===== config.mk =====
export PLATFORM = sky130hd
export DESIGN_NAME = rcs_reset_seq
export DESIGN_NICKNAME = d
export VERILOG_FILES = /design/src/rcs_pkg.sv /design/src/rcs_stretch_if.sv /design/src/rcs_sync.sv /design/src/rcs_stretch.sv /design/src/rcs_reset_seq.sv
export VERILOG_INCLUDE_DIRS = /design/src
export SDC_FILE = /design/constraint.sdc
export NUM_CORES = 1
export LEC_CHECK = 0
export ABC_AREA = 1
export BUFFER_PORTS_ARGS = -buffer_cell sky130_fd_sc_hd__buf_2
export CORE_ASPECT_RATIO = 1.4
export CORE_UTILIZATION = 55
export DETAILED_ROUTE_END_ITERATION = 8
export HOLD_SLACK_MARGIN = 0.06
export PLACE_DENSITY = 0.8
export RECOVER_POWER = 50
export REMOVE_ABC_BUFFERS = 1
export SYNTH_ARGS = -nofsm -noshare
export SYNTH_HDL_FRONTEND = slang
export SYNTH_SLANG_ARGS = --single-unit
export TNS_END_PERCENT = 10

===== constraint.sdc =====
create_clock -name i_sys_clk -period 3.6 [get_ports i_sys_clk]
set_input_delay 0.54 -clock i_sys_clk [delete_from_list [all_inputs] [get_ports i_sys_clk]]
set_output_delay 0.54 -clock i_sys_clk [all_outputs]
set_load 0.01 [all_outputs]

===== src/rcs_params.svh =====
// Purpose: Constants of the reset control sequencer
// Assumes: Included by bare name
// Notes: Counts are in system clock cycles
`ifndef RCS_PARAMS_SVH
`define RCS_PARAMS_SVH
`define RCS_STRETCH_CYC 512
`define RCS_CNT_W 10
`define RCS_RISE_CYC 14
`define RCS_RISE_W 4
`define RCS_MODE_W 2
`define RCS_MODE_RST 2'h3
`endif


===== src/rcs_pkg.sv =====
// Purpose: Types of the reset control sequencer
// Assumes: Nothing
// Notes: States of the sequencer
package rcs_pkg;
  typedef enum logic [2:0] {
    RCS_IDLE,
    RCS_WAIT_BUS,
    RCS_STRETCH,
    RCS_HOLD,
    RCS_RISE
  } rcs_state_t;
endpackage


===== src/rcs_stretch_if.sv =====
// Purpose: Link between sequencer and its stretch counter
// Assumes: One clock domain
// Notes: start is a one-cycle pulse
`timescale 1ns/1ns
interface rcs_stretch_if;
  logic start;
  logic run;
  logic done;
  modport ctl (output start, output run, input done);
  modport cnt (input start, input run, output done);
endinterface


===== src/rcs_sync.sv =====
// Purpose: Two flip-flop synchroniser per bit
// Assumes: Inputs come from pins
// Notes: First stage feeds only the second
`timescale 1ns/1ns
module rcs_sync #(
  parameter int W = 1,
  parameter logic [W-1:0] RST = '1
) (
  input wire logic i_sys_clk,
  input wire logic i_rst_n,
  input wire logic [W-1:0] i_d,
  output logic [W-1:0] o_q
);
  logic [W-1:0] meta_q;
  always_ff @(posedge i_sys_clk) begin
    if (!i_rst_n) begin
      meta_q <= RST;
      o_q <= RST;
    end else begin
      meta_q <= i_d;
      o_q <= meta_q;
    end
  end
endmodule


===== src/rcs_stretch.sv =====
// Purpose: Counts the reset stretch
// Assumes: Restarted by a start pulse
// Notes: Advances only while run is high
`timescale 1ns/1ns
`include "rcs_params.svh"
module rcs_stretch #(
  parameter int CYC = `RCS_STRETCH_CYC
) (
  input wire logic i_sys_clk,
  input wire logic i_rst_n,
  rcs_stretch_if.cnt s
);
  localparam logic [`RCS_CNT_W-1:0] LAST = `RCS_CNT_W'(CYC);
  logic [`RCS_CNT_W-1:0] cnt_q;
  logic [`RCS_CNT_W-1:0] cnt_d;
  wire at_end = (cnt_q == LAST);
  assign cnt_d = s.start ? '0 : (s.run && !at_end) ? cnt_q + 1'b1 : cnt_q;
  assign s.done = at_end && !s.start;
  always_ff @(posedge i_sys_clk) begin
    if (!i_rst_n) begin
      cnt_q <= LAST;
    end else begin
      cnt_q <= cnt_d;
    end
  end
endmodule


===== src/rcs_reset_seq.sv =====
// Purpose: Reset control sequencer of the device
// Assumes: Bus, core and clock module signals share i_sys_clk
// Notes: Reset pins are open drain, modelled as in, out and enable
//
// How it works
// - Five reset lines are driven separately from the sequencer state.
// - System line drives hard and soft pins; soft line drives soft pin only.
// - Clock, system and general lines go to their own circuit groups.
// - Synchronous sources wait for the bus cycle end, locked or not.
// - Bus monitor is enabled while a synchronous reset waits.
// - Asynchronous sources reset at once, mid cycle.
// - Entering reset aborts the running cycle and, except for the reset instruction, readies exception state.
// - Hard pin, power-up, double fault, clock loss assert all four; watchdog not clock.
// - Soft pin asserts general line and soft line only.
// - Reset instruction asserts general and soft lines, no exception.
// - Soft pin pulled low: drive soft reset for 512 cycles.
// - Hard pin pulled low: drive hard and soft reset for 512 cycles.
// - Release only when pins are free and the stretch has run out.
// - Other sources: at least 512 cycles and until the source negates.
// - Wait 14 cycles for pin rise, test pins, then fetch vectors.
// - During reset the bus floats, fixed signals held inactive.
// - On release: controls inactive, data reads, address driven, first cycle.
// - Mode pins sampled during clock module reset; release 512 clocks after PLL lock.
// - Arbiter reset only on power-up.
// - In slave mode the reset instruction source does not exist.
// - Soft reset leaves boot select alone; low vectors must stay mapped.
`timescale 1ns/1ns
`include "rcs_params.svh"
module rcs_reset_seq #(
  parameter int STRETCH_CYC = `RCS_STRETCH_CYC,
  parameter int RISE_CYC = `RCS_RISE_CYC,
  parameter int MODE_W = `RCS_MODE_W
) (
  input wire logic i_sys_clk,
  input wire logic i_rst_n,
  input wire logic i_hard_reset_pin_n,
  output logic o_hard_reset_pin_n,
  output logic o_hard_reset_pin_oe,
  input wire logic i_soft_reset_pin_n,
  output logic o_soft_reset_pin_n,
  output logic o_soft_reset_pin_oe,
  input wire logic i_power_up,
  input wire logic i_watchdog,
  input wire logic i_double_fault,
  input wire logic i_clock_loss,
  input wire logic i_reset_instr,
  input wire logic i_slave_mode,
  input wire logic i_bus_cycle_active,
  input wire logic i_pll_locked,
  input wire logic [MODE_W-1:0] i_clock_mode_pins,
  output logic o_ext_system_reset_line,
  output logic o_ext_soft_reset_line,
  output logic o_clock_module_reset,
  output logic o_internal_system_reset,
  output logic o_general_internal_reset,
  output logic o_bus_monitor_en,
  output logic o_bus_abort,
  output logic o_core_regs_init,
  output logic o_bus_hiz,
  output logic o_data_read_dir,
  output logic o_addr_drive,
  output logic o_first_cycle_start,
  output logic o_arbiter_reset,
  output logic o_boot_select_restore,
  output logic o_pll_init,
  output logic [MODE_W-1:0] o_clock_mode
);
  import rcs_pkg::*;

  // ********************
  // Pin synchronisers
  // ********************
  logic hard_s;
  logic soft_s;
  logic lock_s;
  logic [MODE_W-1:0] mode_s;
  rcs_sync #(.W(3), .RST(3'h3)) u_pin_sync (
    .i_sys_clk(i_sys_clk),
    .i_rst_n(i_rst_n),
    .i_d({i_pll_locked, i_soft_reset_pin_n, i_hard_reset_pin_n}),
    .o_q({lock_s, soft_s, hard_s})
  );
  rcs_sync #(.W(MODE_W), .RST(MODE_W'(`RCS_MODE_RST))) u_mode_sync (
    .i_sys_clk(i_sys_clk),
    .i_rst_n(i_rst_n),
    .i_d(i_clock_mode_pins),
    .o_q(mode_s)
  );

  // ********************
  // Stretch counter
  // ********************
  rcs_stretch_if s_if ();
  rcs_stretch #(.CYC(STRETCH_CYC)) u_stretch (
    .i_sys_clk(i_sys_clk),
    .i_rst_n(i_rst_n),
    .s(s_if)
  );

  // ********************
  // Source decode
  // ********************
  rcs_state_t st_q;
  rcs_state_t st_d;
  logic sys_q;
  logic clk_q;
  logic pwr_q;
  logic exc_q;
  logic rd_dir_q;
  logic [MODE_W-1:0] mode_q;
  logic [`RCS_RISE_W-1:0] rise_q;
  localparam logic [`RCS_RISE_W-1:0] RISE_LAST = `RCS_RISE_W'(RISE_CYC - 1);

  wire idle_st = (st_q == RCS_IDLE);
  wire wait_st = (st_q == RCS_WAIT_BUS);
  wire str_st = (st_q == RCS_STRETCH);
  wire hold_st = (st_q == RCS_HOLD);
  wire rise_st = (st_q == RCS_RISE);
  wire watch = idle_st || wait_st;
  wire ext_hard = watch && !hard_s;
  wire ext_soft = idle_st && !soft_s;
  wire instr_hit = i_reset_instr && !i_slave_mode;
  wire clk_src = ext_hard || i_power_up || i_double_fault || i_clock_loss;
  wire sys_src = clk_src || i_watchdog;
  wire async_hit = sys_src || instr_hit;
  wire src_level = i_power_up || i_watchdog || i_double_fault || i_clock_loss;
  wire go_async = watch && async_hit;
  wire go_sync = wait_st && !async_hit && !i_bus_cycle_active;
  wire enter = go_async || go_sync;
  wire rise_end = rise_st && (rise_q == RISE_LAST);
  wire pins_low = !hard_s || !soft_s;
  wire release_ok = rise_end && !pins_low;
  wire drive = str_st || (hold_st && src_level);
  wire gen = str_st || hold_st || rise_st;

  // ********************
  // Sequencer
  // ********************
  always_comb begin
    st_d = st_q;
    unique case (st_q)
      RCS_IDLE: begin
        if (async_hit) begin
          st_d = RCS_STRETCH;
        end else if (ext_soft) begin
          st_d = RCS_WAIT_BUS;
        end
      end
      RCS_WAIT_BUS: begin
        if (enter) begin
          st_d = RCS_STRETCH;
        end
      end
      RCS_STRETCH: begin
        if (s_if.done) begin
          st_d = RCS_HOLD;
        end
      end
      RCS_HOLD: begin
        if (!src_level && s_if.done) begin
          st_d = RCS_RISE;
        end
      end
      RCS_RISE: begin
        if (rise_end) begin
          st_d = pins_low ? RCS_HOLD : RCS_IDLE;
        end
      end
    endcase
  end

  assign s_if.start = enter;
  assign s_if.run = !clk_q || lock_s;

  always_ff @(posedge i_sys_clk) begin
    if (!i_rst_n) begin
      st_q <= RCS_IDLE;
    end else begin
      st_q <= st_d;
    end
  end

  always_ff @(posedge i_sys_clk) begin
    if (!i_rst_n || !rise_st) begin
      rise_q <= '0;
    end else if (!rise_end) begin
      rise_q <= rise_q + 1'b1;
    end
  end

  // Reset class, sticky while reset lasts
  always_ff @(posedge i_sys_clk) begin
    if (!i_rst_n) begin
      sys_q <= 1'b0;
      clk_q <= 1'b0;
      pwr_q <= 1'b0;
      exc_q <= 1'b0;
    end else if (enter) begin
      sys_q <= sys_src;
      clk_q <= clk_src;
      pwr_q <= i_power_up;
      exc_q <= sys_src || go_sync;
    end else if (rise_end && pins_low) begin
      sys_q <= sys_q || !hard_s;
      clk_q <= clk_q || !hard_s;
      exc_q <= 1'b1;
    end else if (gen) begin
      sys_q <= sys_q || sys_src;
      clk_q <= clk_q || clk_src;
      pwr_q <= pwr_q || i_power_up;
      exc_q <= exc_q || sys_src;
    end
  end

  // In a clock module reset, mode pins follow the pins until the stretch ends
  always_ff @(posedge i_sys_clk) begin
    if (!i_rst_n) begin
      mode_q <= MODE_W'(`RCS_MODE_RST);
    end else if ((enter && clk_src) || (str_st && clk_q && !s_if.done)) begin
      mode_q <= mode_s;
    end
  end

  always_ff @(posedge i_sys_clk) begin
    if (!i_rst_n || gen) begin
      rd_dir_q <= 1'b1;
    end else if (i_bus_cycle_active) begin
      rd_dir_q <= 1'b0;
    end
  end

  // ********************
  // Outputs
  // ********************
  assign o_general_internal_reset = gen;
  assign o_internal_system_reset = gen && sys_q;
  assign o_clock_module_reset = gen && clk_q;
  assign o_ext_system_reset_line = drive && sys_q;
  assign o_ext_soft_reset_line = drive && !sys_q;
  assign o_hard_reset_pin_oe = o_ext_system_reset_line;
  assign o_soft_reset_pin_oe = drive;
  assign o_hard_reset_pin_n = 1'b0;
  assign o_soft_reset_pin_n = 1'b0;
  assign o_bus_monitor_en = wait_st;
  assign o_bus_abort = go_async && i_bus_cycle_active;
  assign o_core_regs_init = gen && exc_q;
  assign o_bus_hiz = gen;
  assign o_data_read_dir = rd_dir_q;
  assign o_addr_drive = !gen;
  assign o_first_cycle_start = release_ok && exc_q;
  assign o_arbiter_reset = gen && pwr_q;
  assign o_boot_select_restore = gen && sys_q;
  assign o_pll_init = enter && clk_src;
  assign o_clock_mode = mode_q;

  // ********************
  // Checks
  // ********************
  logic [`RCS_CNT_W:0] drv_q;
  always_ff @(posedge i_sys_clk) begin
    if (!i_rst_n || !drive) begin
      drv_q <= '0;
    end else if (drv_q != '1) begin
      drv_q <= drv_q + 1'b1;
    end
  end
endmodule


**Yosys cells after proc, flatten, opt, wreduce, memory -nomap -nowiden**

Cells that the tools add are included.

- Bits in registers: 34
- Output and inout bits: 21
- Word-level logic and storage cells: 122

- Add/subtract/negate cells: 2
- Equality and inequality tests: 12
- Muxes and demuxes: 22
- Bitwise gates (word level): 1
- Reduce and logical (&&, ||, !) cells: 71

Operators by type and width:

| kind | number |
|---|---|
| $logic_or 1x1->1 | 25 |
| $logic_and 1x1->1 | 24 |
| $mux 10 | 2 |
| $mux 3 | 6 |
| $logic_not 1->1 | 15 |
| $pmux 3 s5 | 1 |
| $mux 1 | 12 |
| $add 10x1->10 const B | 1 |
| $eq 10x10->1 const B | 1 |
| $eq 3x2->1 const B | 2 |
| $ne 2x1->1 const B | 3 |
| $reduce_and 5->1 | 1 |
| $add 4x1->4 const B | 1 |
| $eq 4x4->1 const B | 1 |
| $ne 2x2->1 const B | 2 |
| $reduce_bool 2->1 | 2 |
| $eq 3x1->1 const B | 1 |
| $eq 3x3->1 const B | 1 |
| $logic_not 3->1 | 1 |
| $ne 3x1->1 const B | 1 |
| $reduce_bool 3->1 | 1 |
| $mux 2 | 1 |
| $reduce_and 2->1 | 1 |
| $reduce_or 2->1 | 1 |
| $not 1->1 | 1 |

**Longest topological paths before layout**

Gate-level depths: netlist (run 1).

- Depth in word-level cells: 17
- Depth in mapped cells: 11
- Depth with buffers taken out: 11

**Modules after synthesis**

A second synthesis (run 1) with hierarchy kept.

- Cell total of the unflattened synthesis: 276
- Area, all modules: 1,884.3 sq um

By module, submodules not included:

| module | instances | cells an instance | area each (sq um) |
|---|---|---|---|
| rcs_reset_seq | 1 | 161 | 1,036.0 |
| rcs_stretch | 1 | 85 | 573.0 |
| rcs_sync (u_pin_sync) | 1 | 18 | 165.2 |
| rcs_sync (u_mode_sync) | 1 | 12 | 110.1 |

**Least setup slack after synthesis (run 1)**

Ideal clock, no wire load.

- Kind: input-to-output
- From: in i_clock_loss
- To: out o_hard_reset_pin_oe
- Data arrival time: 1,468 ps
- Data required time: 3,060 ps
- Setup slack: 1,592 ps
- Stages: 7
- Buffers on the path: 1
- Path through: inv_1 > nand2_1 > nor2_8 > a21oi_1 > inv_1 > nor2_1 > buf_4

- Word-level cells in the longest chain between the ends: 4

Ends and longest elaborated chain:

| what | line | text |
|---|---|---|
| from (decl) | rcs_reset_seq.sv:45 | `input wire logic i_clock_loss,` |
| $logic_or 1x1->1 | rcs_reset_seq.sv:126 | `wire src_level = i_power_up \|\| i_watchdog \|\| i_double_fault \|\| i_clock_loss;` |
| $logic_and 1x1->1 | rcs_reset_seq.sv:133 | `wire drive = str_st \|\| (hold_st && src_level);` |
| $logic_or 1x1->1 | rcs_reset_seq.sv:133 |  |
| via o_soft_reset_pin_oe | rcs_reset_seq.sv:41 | `output logic o_soft_reset_pin_oe,` |
| $logic_and 1x1->1 | rcs_reset_seq.sv:238 | `assign o_ext_system_reset_line = drive && sys_q;` |
| to (decl) | rcs_reset_seq.sv:38 | `output logic o_hard_reset_pin_oe,` |

The timed path passes the listed nets, and every way through them passes these cells.

**Worst setup path in the final report (run 1)**

- From: reg rise_q[0]
- To: out o_first_cycle_start

- Word-level cells in the longest chain between the ends: 4

Ends and longest elaborated chain:

| what | line | text |
|---|---|---|
| from (decl) | rcs_reset_seq.sv:111 | `` logic [`RCS_RISE_W-1:0] rise_q; `` |
| from (signal assigned) | rcs_reset_seq.sv:187 | `rise_q <= rise_q + 1'b1;` |
| $eq 4x4->1 | rcs_reset_seq.sv:130 | `wire rise_end = rise_st && (rise_q == RISE_LAST);` |
| $logic_and 1x1->1 | rcs_reset_seq.sv:130 |  |
| $logic_and 1x1->1 | rcs_reset_seq.sv:132 | `wire release_ok = rise_end && !pins_low;` |
| $logic_and 1x1->1 | rcs_reset_seq.sv:250 | `assign o_first_cycle_start = release_ok && exc_q;` |
| to (decl) | rcs_reset_seq.sv:62 | `output logic o_first_cycle_start,` |

No other way between the ends.

==> impl_results.md, run 1 <==
* Rel. slew slack at 61.08%
* Placed insts at 311
* RD Place Congestion at 0.9043
* LEAKAGE at 0.9787 nW
* Number of setup buffers added after CTS at 0
* Max Transition Viols Final at 0
* Clock Sinks at 34
* Htree depth at 2
* Net Switching at 0.6249 mW
* Clk buf depth at 2
* Outcome: finished clean
* Synth warn at 0
* CP max-delay cell: dfxtp_1
* Hold Fails Final Rpt at 0
* Finished Layout Cells at 319
* WP data arrival at 1700 ps
* Post-DR vias/cell at 5.019
* Worst-margin pin slew at 583.8 ps
* Avg Synthesized Cell Area at 7.233 sq um
* Reg area at 680.7 sq um
* Initial antenna violation count at 0
* FP Rows at 24
* Int Pwr at 0.8114 mW
* Vias in the first global route at 1503
* Worst ir drop on vdd at 0.0005308 V
* P&R area growth vs syn at 13.43%
* Hold/Removal Path Class: register to register
* Sw frac at 43.51%
* First-pass GRT wire length at 6.389 mm
* Area occupied by multi-input gates at 892.1 sq um
* Area contributors post-synth: dfxtp_1 38%, nand2_1 9.3%, inv_1 7.6%
* Library cells used by synthesis at 34
* Design Area, Final at 2018 sq um
* CP cell instances: ha_1 -> nand3_1 -> nor2_1 -> inv_1 -> nor3_1 -> buf_2
* TritonCTS clock tree: yes
* WP data required at 3060 ps
* Kind of critical path: register to output port
* N_diodes at 0
* Final WL at 3.787 mm
* IO Pins at 35
* Final setup fails at 0
* Seq/Total Area, Yosys at 38.26%
* Clock Latency Late Sink at 290 ps
* Period minus WS final at 2237 ps
* Die Wd at 50.07 microns
* Max Fclk at 447.0 MHz
* Slowest stage delay, CP at 400 ps
* Cts repair resizes at 0
* WL per Instance at 11.87 microns
* Die Y at 69.30 microns
* First DRT Iteration DRCs at 28
* Critical Path Sink Type: output port
* Unrepaired setup endpoints after global routing: false
* Initial Utilization at 57.52%
* Max FO, Critical Path at 4
* Worst Skew at 6.153 ps
* Full die area at 3470 sq um
* # hold bufs at CTS at 0
* Inserted Clock Buffers at 5
* Tcrit/Tclk final at 62.14%
* DRT Pass-1 Iters at 4
* CTS Root Cell: clkbuf_8
* Clock power frac at 20.6%
* Post-DP HPWL at 2.891 mm
* Clock transition at the registers of the reported paths at 60 ps
* Fin util at 65.25%
* GRT Overall Usage at 24.53%
* FILL cells at 289
* Fin nets at 297
* DRC at 0
* Largest net degree at the start of global routing at 13
* Combinational share of power at 45.6%
* Post-synth top area share at 38.26%
* Power Dens Cells at 711.7 nW/um^2
* Mapped cell area at 1779 sq um
* Seq pwr share at 33.8%
* Layout cells sized above 1 at 23.21%
* Max cap viols at 0
* Post-synthesis cell count at 246
* Post-route ant nets at 0
* Overflow after GRT at 0
* Vias at 1601
* Core Area at 3093 sq um
* Synth area leader: dfxtp_1
* Area after DPL at 1947 sq um
* Final setup TNS at 0 ps
* FF+latch count, synth at 34
* Number of port buffers at 32
* Crit start category: register
layer usage:
layer | wire (microns) | global-route usage [%] | vias up
li1 | - | - | 836
met1 | 1546 | 26.67 | 718
met2 | 1981 | 42.07 | 36
met3 | 159 | 5.702 | 11
met4 | 99 | 13.97 | 0
met5 | 0 | 0 | -
path summary, 6_finish.rpt:
check                   endpoint                 start  slack (ps)  cells after the start
max          o_first_cycle_start             rise_q[0]        1360                      6
min            u_pin_sync.o_q[0]  u_pin_sync.meta_q[0]         420                      1
max reg2reg                sys_q               st_q[1]        1810                      8
min reg2reg    u_pin_sync.o_q[0]  u_pin_sync.meta_q[0]         420                      1
area by class of cell:
type | count | share of cell area, %
clock buffers | 6 | 4.092
repair buffers | 32 | 7.688
well taps | 39 | 2.418
flip-flops and latches | 34 | 33.73
multi-input cells | 167 | 44.20
inverters | 39 | 7.254
clock inverters | 2 | 0.6200
cells in the mapped netlist (all sizes together):
master,instances
o2111ai,1
a31oi,1
buf,5
nand4,3
o211a,1
a211oi,1
o21a,1
or2,9
clkbuf,2
inv,39
o22ai,2
xnor2,2
dfxtp,34
nand2,52
a21oi,14
o21bai,1
nor3,7
conb,1
xor2,2
o21ai,8
ha,4
nor2,37
nand3,18
nor4,1
placed cells by master, fill, tap and decap left out, types with 3 or more instances in the layout:
| master | n |
|---|---|
| a21oi_1 | 12 |
| buf_2 | 28 |
| clkbuf_1 | 4 |
| clkbuf_8 | 6 |
| dfxtp_1 | 34 |
| ha_1 | 4 |
| inv_1 | 37 |
| nand2_1 | 44 |
| nand2_2 | 7 |
| nand3_1 | 16 |
| nand4_1 | 3 |
| nor2_1 | 33 |
| nor3_1 | 6 |
| o21ai_0 | 6 |
| or2_2 | 9 |
state kept, by name (all words and copies together), names as in the netlist, 2 cells and up:
| register | cells |
|---|---|
| o_clock_mode | 2 |
| rise_q | 4 |
| st_q | 3 |
| u_mode_sync.meta_q | 2 |
| u_mode_sync.o_q | 2 |
| u_pin_sync.meta_q | 3 |
| u_pin_sync.o_q | 3 |
| u_stretch.cnt_q | 10 |
through the flow:
| step | worst slack (ps) | hold WS (ps) | total power, mW |
|---|---|---|---|
| after floorplan | 1669 | 390.0 | 0.9676 |
| after global placement | 1505 | 395.9 | 1.158 |
| after detailed placement | 1462 | 402.3 | 1.165 |
| after CTS | 1416 | 419.1 | 1.460 |
| after global routing | 1164 | 425.8 | 1.549 |
| final | 1363 | 416.5 | 1.436 |
worst max-delay path, delay by kind of cell (launching register included):
kind                       cells  cell delay, ps
and+or+nand+nor                3             570
DFF                            1             400
buffers and inverters          2             270
adders and majority gates      1             160
cell families after synthesis:
logic type / count (synthesis) / share of synthesized area [%]
and+or+nand+nor: 127 / 36.01
DFF: 34 / 38.26
other: 1 / 0.2108
adders and majority gates: 4 / 2.813
buffers and inverters: 46 / 10.76
xor gates and xnor gates: 4 / 1.969
AOI/OAI and AO/OA: 30 / 9.986
power groups by stage:
stage                     clock [mW]  sequential [mW]  combinational (mW)
final                          0.295            0.486               0.655
after global routing           0.316            0.493               0.740
after CTS                      0.301            0.485               0.674
after detailed placement           0            0.494               0.671
after global placement             0            0.492               0.666
after floorplan                    0            0.488               0.480
Power figures use the tool's default switching activity.
==> run 2: changes to the inputs <==
--- a/config.mk
+++ b/config.mk
@@ -6,13 +6,13 @@
 export SDC_FILE = /design/constraint.sdc
 export NUM_CORES = 1
 export LEC_CHECK = 0
-export ABC_AREA = 1
+export ABC_AREA = 0
 export BUFFER_PORTS_ARGS = -buffer_cell sky130_fd_sc_hd__buf_2
 export CORE_ASPECT_RATIO = 1.4
-export CORE_UTILIZATION = 55
+export CORE_UTILIZATION = 54
 export DETAILED_ROUTE_END_ITERATION = 8
 export HOLD_SLACK_MARGIN = 0.06
-export PLACE_DENSITY = 0.8
+export PLACE_DENSITY = 0.78
 export RECOVER_POWER = 50
 export REMOVE_ABC_BUFFERS = 1
 export SYNTH_ARGS = -nofsm -noshare
==> constraint.sdc (replaced) <==
create_clock -name i_sys_clk -period 2.1 [get_ports i_sys_clk]
set_input_delay 0.315 -clock i_sys_clk [delete_from_list [all_inputs] [get_ports i_sys_clk]]
set_output_delay 0.315 -clock i_sys_clk [all_outputs]
set_load 0.01 [all_outputs]
==> run 2 against run 1 <==
- die area increased by 2.2%
- critical endpoint is now o_internal_system_reset
- count of clock-buffer cells in the layout fell by 1
- largest power group is now registers
- critical path type unchanged
- via count increased by 0.44%
- sequential power is 45% higher
- wire length rose by 0.63%
- final area down 1.2%
- register-to-register slack got worse by 1600 ps
- critical path depth down 2
- combinational power fell by 62%
- synthesized area increased by 0.42%
- worst hold slack worse by 210 ps
==> impl_results.md, run 2 <==
* Outcome: finished clean
* Worst ir drop on vdd at 0.0006230 V (+17%)
* Worst setup margin at 177.3 ps (-1186 ps)
* Post-synth top cells: 34 x dfxtp_1, 23 x nor2_1, 15 x nand2b_1
* Fin nets at 254 (-14%)
* Seq/Total Area, Yosys at 38.10% (-0.16 points)
* Post-synth EDFFs at 0 (unchanged)
* Period minus WS final at 1923 ps
* Worst-margin pin slew at 775.1 ps (+191.3 ps)
* Max Transition Viols Final at 0 (unchanged)
* Post-DP HPWL at 2.833 mm (-2.0%)
* Clock Sinks at 34 (unchanged)
* Hold/Removal Path Class: input pin to register
* Hold Fails Final Rpt at 0 (unchanged)
* Most common cell after layout, fill and taps aside: dfxtp_1
* Post-route ant nets at 0 (unchanged)
* P&R area growth vs syn at 11.62%
* Crit start category: register
* IO Pins at 35 (unchanged)
* Worst Skew at 10.01 ps (+3.853 ps)
* Mapped cell area at 1787 sq um (+0.42%)
* Pre-CTS setup slack at 248.1 ps (-1214 ps)
* Finished Layout Cells at 275 (-14%)
* Htree depth at 2 (unchanged)
* Post-DR vias/cell at 5.847 (+17%)
* Final WL at 3.811 mm (+0.63%)
* Post-synth top area share at 38.10% (-0.16 points)
* TritonCTS clock tree: yes
* Vias at 1608 (+0.44%)
* Critical Path Sink Type: output port
* GRT Overall Usage at 23.85% (-0.68 points)
* Vias in the first global route at 1459 (-2.9%)
* Met1 Wirelength at 1.606 mm (+3.9%)
* Max cap viols at 0 (unchanged)
* Library cells used by synthesis at 49 (+44%)
* Kind of critical path: register to output port
* Power Dens Cells at 706.3 nW/um^2 (-0.76%)
* Largest net degree at the start of global routing at 19 (+6)
* Biggest regs: u_stretch.cnt_q (10), rise_q (4)
* FF+latch count, synth at 34 (unchanged)
* N_diodes at 0 (unchanged)
* First-pass GRT wire length at 6.486 mm (+1.5%)
* Full die area at 3546 sq um (+2.2%)
* FP Rows at 24 (unchanged)
* FILL cells at 301 (+4.2%)
* Biggest register: u_stretch.cnt_q
* Initial Utilization at 57.21% (-0.31 points)
* Most frequent cell after synthesis: dfxtp_1
* Max FO, Critical Path at 13 (+9)
* Clk buf depth at 2 (unchanged)
* Inserted Clock Buffers at 5 (unchanged)
* Max reg flops at 10 (unchanged)
* Initial antenna violation count at 0 (unchanged)
* DRT Pass-1 Iters at 4 (unchanged)
* Number of port buffers at 32 (unchanged)
* Overflow after GRT at 0 (unchanged)
* # hold bufs at CTS at 0 (unchanged)
* Most frequent cells in the layout: 33 x dfxtp_1, 28 x buf_2, 23 x nor2_1, 15 x nand2b_1, 12 x nand3_1
* Rel. slew slack at 48.33% (-13 points)
* LEAKAGE at 0.8056 nW (-18%)
* WL per Instance at 13.86 microns (+17%)
* Routed wl met3 at 149 microns (-6.3%)
* Max layer used: met4
* DRC at 0 (unchanged)
* Synth warn at 0 (unchanged)
* Final setup TNS at 0 ps (unchanged)
* CTS Root Cell: clkbuf_8
* Primary FF master, synth: dfxtp_1
* Placed insts at 268 (-14%)
* WP data arrival at 1610 ps (-90 ps)
* WL met2 at 1.958 mm (-1.2%)
* Unrepaired setup endpoints after global routing: false
* Core Area at 3123 sq um (+0.97%)
* Final setup fails at 0 (unchanged)
* Max Fclk at 520.1 MHz
* RD Place Congestion at 0.9369 (+3.6%)
* Layout cells sized above 1 at 18.64% (-4.6 points)
* Post-synthesis cell count at 208 (-15%)
* Die Y at 70.06 microns (+1.1%)
* First DRT Iteration DRCs at 52 (+86%)
* Min-Delay Path Depth at 2 (+1)
* Tcrit/Tclk final at 91.56%
* Avg Synthesized Cell Area at 8.590 sq um (+19%)
* Synth async-reset ratio at 0% (unchanged)
* Clock Latency Late Sink at 280 ps (about the same)
* Die Wd at 50.62 microns (+1.1%)
* Synth area leader: dfxtp_1
* R2R depth at 4 (-4)
* WP data required at 1780 ps (-1280 ps)
* Hold_ws at 210.5 ps (-205.9 ps)
* Area contributors post-synth: dfxtp_1 38%, nand2b_1 5.3%, nor2_1 4.8%
* Clock transition at the registers of the reported paths at 70 ps (about the same)
==> run 2: final timing paths <==
check	start	end	slack (ps)
max	st_q[2]	o_internal_system_reset	180
min	i_clock_mode_pins[0]	u_mode_sync.meta_q[0]	210
max reg2reg	st_q[1]	u_stretch.cnt_q[0]	220
min reg2reg	u_pin_sync.meta_q[1]	u_pin_sync.o_q[1]	390
==> run 2: kinds of logic (layout without fill, tap and decap cells) <==
group | after synthesis | after routing | share of synthesized area (%)
buffers and inverters | 22 | 49 | 6.232
AND/OR/NAND/NOR | 98 | 98 | 30.81
flip-flops | 34 | 34 | 38.10
adder cells (fa/ha/maj) | 4 | 4 | 2.801
AO/OA/AOI/OAI | 38 | 38 | 16.18
XOR/XNOR | 7 | 7 | 3.431
other | 1 | 2 | 0.2099
multiplexers | 4 | 4 | 2.241
==> run 2: through the flow <==
step / area, sq um / utilization [%] / power, mW
2_1_floorplan: 1705 / - / 0.8816
3_3_place_gp: 1937 / 62.02 / 0.9725
3_5_place_dp: 1937 / 62.02 / 0.9788
4_1_cts: 2016 / 64.54 / 1.428
5_1_grt: 1994 / 63.86 / 1.480
6_report: 1994 / 63.86 / 1.409
==> run 2: area by class of cell <==
type                       count  area (sq um)  share of cell area [%]
clock inverter                 2         10.01                  0.5019
timing repair buffer          35         173.9                   8.720
multi-input combinational    153         984.7                   49.37
tap                           39         48.80                   2.447
inverter                       7         26.28                   1.317
clock buffer                   5         68.82                   3.450
sequential                    34         681.9                   34.19
==> run 2: critical path: stages (launching register included) <==
cell and delay, ps:
dfxtp_2 450, or3b_4 440, nand2_2 160, and2_1 150
buf_2 130
==> run 2: where the power goes <==
part           total (mW)  internal (mW)  switching (mW)
Clock               0.450          0.222           0.228
Sequential          0.706          0.676          0.0308
Combinational       0.252          0.109           0.143
==> run 2: metal layers <==
layer | vias up | track usage [%]
li1 | 787 | -
met4 | 0 | 10.19
met1 | 766 | 26.70
met5 | - | 0
met2 | 46 | 41.93
met3 | 9 | 5.447
==> run 2: what timing repair did <==
| action | in CTS | in global routing |
|---|---|---|
| setup endpoints to repair | 0 | 5 |
| setup buffers | 0 | 0 |
| gates resized for setup | 0 | 1 |
==> run 3: changes to the inputs <==
--- a/config.mk
+++ b/config.mk
@@ -14,7 +14,6 @@
 export HOLD_SLACK_MARGIN = 0.06
 export PLACE_DENSITY = 0.78
 export RECOVER_POWER = 50
-export REMOVE_ABC_BUFFERS = 1
 export SYNTH_ARGS = -nofsm -noshare
 export SYNTH_HDL_FRONTEND = slang
 export SYNTH_SLANG_ARGS = --single-unit
==> run 3 against run 2 <==
- via count rose by 0.25%
- first-iteration DRC count is 15% lower
- register-to-register slack got worse by 20 ps
- final area increased by 0.44%
- clock power is 8.2% higher
- sequential cell count unchanged
- non-clock buffer count fell by 1
- largest power group unchanged
- highest routed layer unchanged
- utilization grew 0.28 points
- power up 2.3%
- maximum frequency shrank 1.2%
- clock skew decreased by 1.8 ps
- critical endpoint is now o_boot_select_restore
==> impl_results.md, run 3 (synthesized netlist as in run 2, its figures left out) <==
* Outcome: finished clean
* WP buf/inv at 1 (unchanged)
* Period minus WS final at 1946 ps (+23.16 ps)
* Initial Utilization at 57.21% (unchanged)
* Number of port buffers at 32 (unchanged)
* Post-DR vias/cell at 5.862 (+0.25%)
* DRT Pass-1 Iters at 6 (+2)
* CP max-delay cell: or3b_4
* Final WL at 3.736 mm (-2.0%)
* WL met2 at 1.876 mm (-4.2%)
* TritonCTS clock tree: yes
* Fin util at 64.14% (+0.28 points)
* Tcrit/Tclk final at 92.66% (+1.1 points)
* Die Wd at 50.62 microns (unchanged)
* Biggest register: u_stretch.cnt_q
* IO Pins at 35 (unchanged)
* First DRT Iteration DRCs at 44 (-15%)
* Worst-margin pin slew at 783.3 ps (+8.201 ps)
* Biggest regs: u_stretch.cnt_q (10), rise_q (4)
* Worst ir drop on vdd at 0.0004830 V (-22%)
* Clock transition at the registers of the reported paths at 70 ps (about the same)
* Initial antenna violation count at 0 (unchanged)
* Routed wl met3 at 204 microns (+37%)
* Max Fclk at 513.9 MHz (-1.2%)
* Clock Sinks at 34 (unchanged)
* Final setup TNS at 0 ps (unchanged)
* DRC at 0 (unchanged)
* Critical path's top delay family: simple AND/OR/NAND/NOR gates
* Max layer used: met4
* Cts repair resizes at 0 (unchanged)
* Crit start category: register
* Worst Skew at 8.241 ps (-1.765 ps)
* Vias in the first global route at 1457 (-0.14%)
* Core Area at 3123 sq um (unchanged)
* Die Y at 70.06 microns (unchanged)
* Largest net degree at the start of global routing at 20 (+1)
* Inserted Clock Buffers at 5 (unchanged)
* Post-route ant nets at 0 (unchanged)
* Vias at 1612 (+0.25%)
* RD Place Congestion at 0.9502 (+1.4%)
* Area occupied by multi-input gates at 984.7 sq um (unchanged)
* Final setup fails at 0 (unchanged)
* Rel. slew slack at 47.78% (-0.55 points)
* Stages on worst setup path at 4 (unchanged)
* Clk buf depth at 2 (unchanged)
* Most frequent cells in the layout: 33 x dfxtp_1, 28 x buf_2, 23 x nor2_1, 15 x nand2b_1, 12 x nand3_1
* Htree depth at 2 (unchanged)
* Unrepaired setup endpoints after global routing: false
* FILL cells at 280 (-7.0%)
* Max reg flops at 10 (unchanged)
* Max FO, Critical Path at 13 (unchanged)
* # hold bufs at CTS at 0 (unchanged)
* Min-Delay Path Depth at 2 (unchanged)
* Power Dens Cells at 719.5 nW/um^2 (+1.9%)
* Clock Latency Late Sink at 280 ps (about the same)
* First-pass GRT wire length at 6.196 mm (-4.5%)
* P&R area growth vs syn at 12.11%
* FP Rows at 24 (unchanged)
* LEAKAGE at 0.8094 nW (+0.48%)
* Hold/Removal Path Class: input pin to register
* Reg area at 681.9 sq um (unchanged)
* Post-DP HPWL at 2.785 mm (-1.7%)
* Kind of critical path: register to output port
* WL per Instance at 13.59 microns (-2.0%)
* Number of setup buffers added after CTS at 0 (unchanged)
* CTS Root Cell: clkbuf_8
* CP cell instances: or3b_4 -> nand2_2 -> and2_1 -> buf_2
* Layout cells sized above 1 at 19.07% (+0.42 points)
* Slowest stage delay, CP at 470 ps (+20 ps)
* Max Transition Viols Final at 0 (unchanged)
* Met1 Wirelength at 1.516 mm (-5.6%)
* Max cap viols at 0 (unchanged)
* GRT Overall Usage at 23.41% (-0.43 points)
* Full die area at 3546 sq um (unchanged)
* N_diodes at 0 (unchanged)
* Hold Fails Final Rpt at 0 (unchanged)
* Fin nets at 253 (-0.39%)
* Overflow after GRT at 0 (unchanged)
* Critical Path Sink Type: output port
* Most common cell after layout, fill and taps aside: dfxtp_1
* WP data required at 1780 ps (about the same)
* R2R depth at 4 (unchanged)
* WP data arrival at 1630 ps (+20 ps)
run 3: worst paths after layout:
check                       start                     to  slack (ps)
max                       st_q[0]  o_boot_select_restore         150
min reg2reg  u_pin_sync.meta_q[1]      u_pin_sync.o_q[1]         400
min          i_clock_mode_pins[0]  u_mode_sync.meta_q[0]         210
max reg2reg               st_q[1]     u_stretch.cnt_q[5]         200
run 3: layout make-up:
| cell class | count | share of cell area (%) |
|---|---|---|
| Clock buffer | 7 | 4.310 |
| Multi-Input combinational cell | 153 | 49.16 |
| Sequential cell | 34 | 34.04 |
| Inverter | 7 | 1.312 |
| Timing Repair Buffer | 34 | 8.495 |
| Clock inverter | 1 | 0.2498 |
| Tap cell | 39 | 2.436 |
run 3: per-stage QoR:
step	power, mW	worst slack (ps)	instance area (sq um)	cells	hold WS, ps
floorplan	0.9055	393.4	1790	209	386.3
global placement	0.9721	318.9	1929	267	389.3
detailed placement	0.9719	282.5	1929	267	397.2
CTS	1.462	63.97	2021	275	203.9
global route	1.512	27.30	2003	275	205.8
finish	1.441	154.1	2003	275	212.4
run 3: routing by layer:
| layer | GRT usage, % | vias to the layer above |
|---|---|---|
| met5 | 0 | - |
| met2 | 38.81 | 65 |
| met1 | 24.97 | 739 |
| met4 | 16.67 | 0 |
| met3 | 6.100 | 16 |
| li1 | - | 792 |
run 3: worst reg2reg max path, delay by kind of cell (launching register included):
kind	cells	cell delay, ps
flops	1	420
compound gates	1	440
simple gates	3	910
run 3: where the power goes:
group / internal (mW) / switching [mW]
clock network: 0.264 / 0.223
logic: 0.107 / 0.136
registers: 0.676 / 0.0359
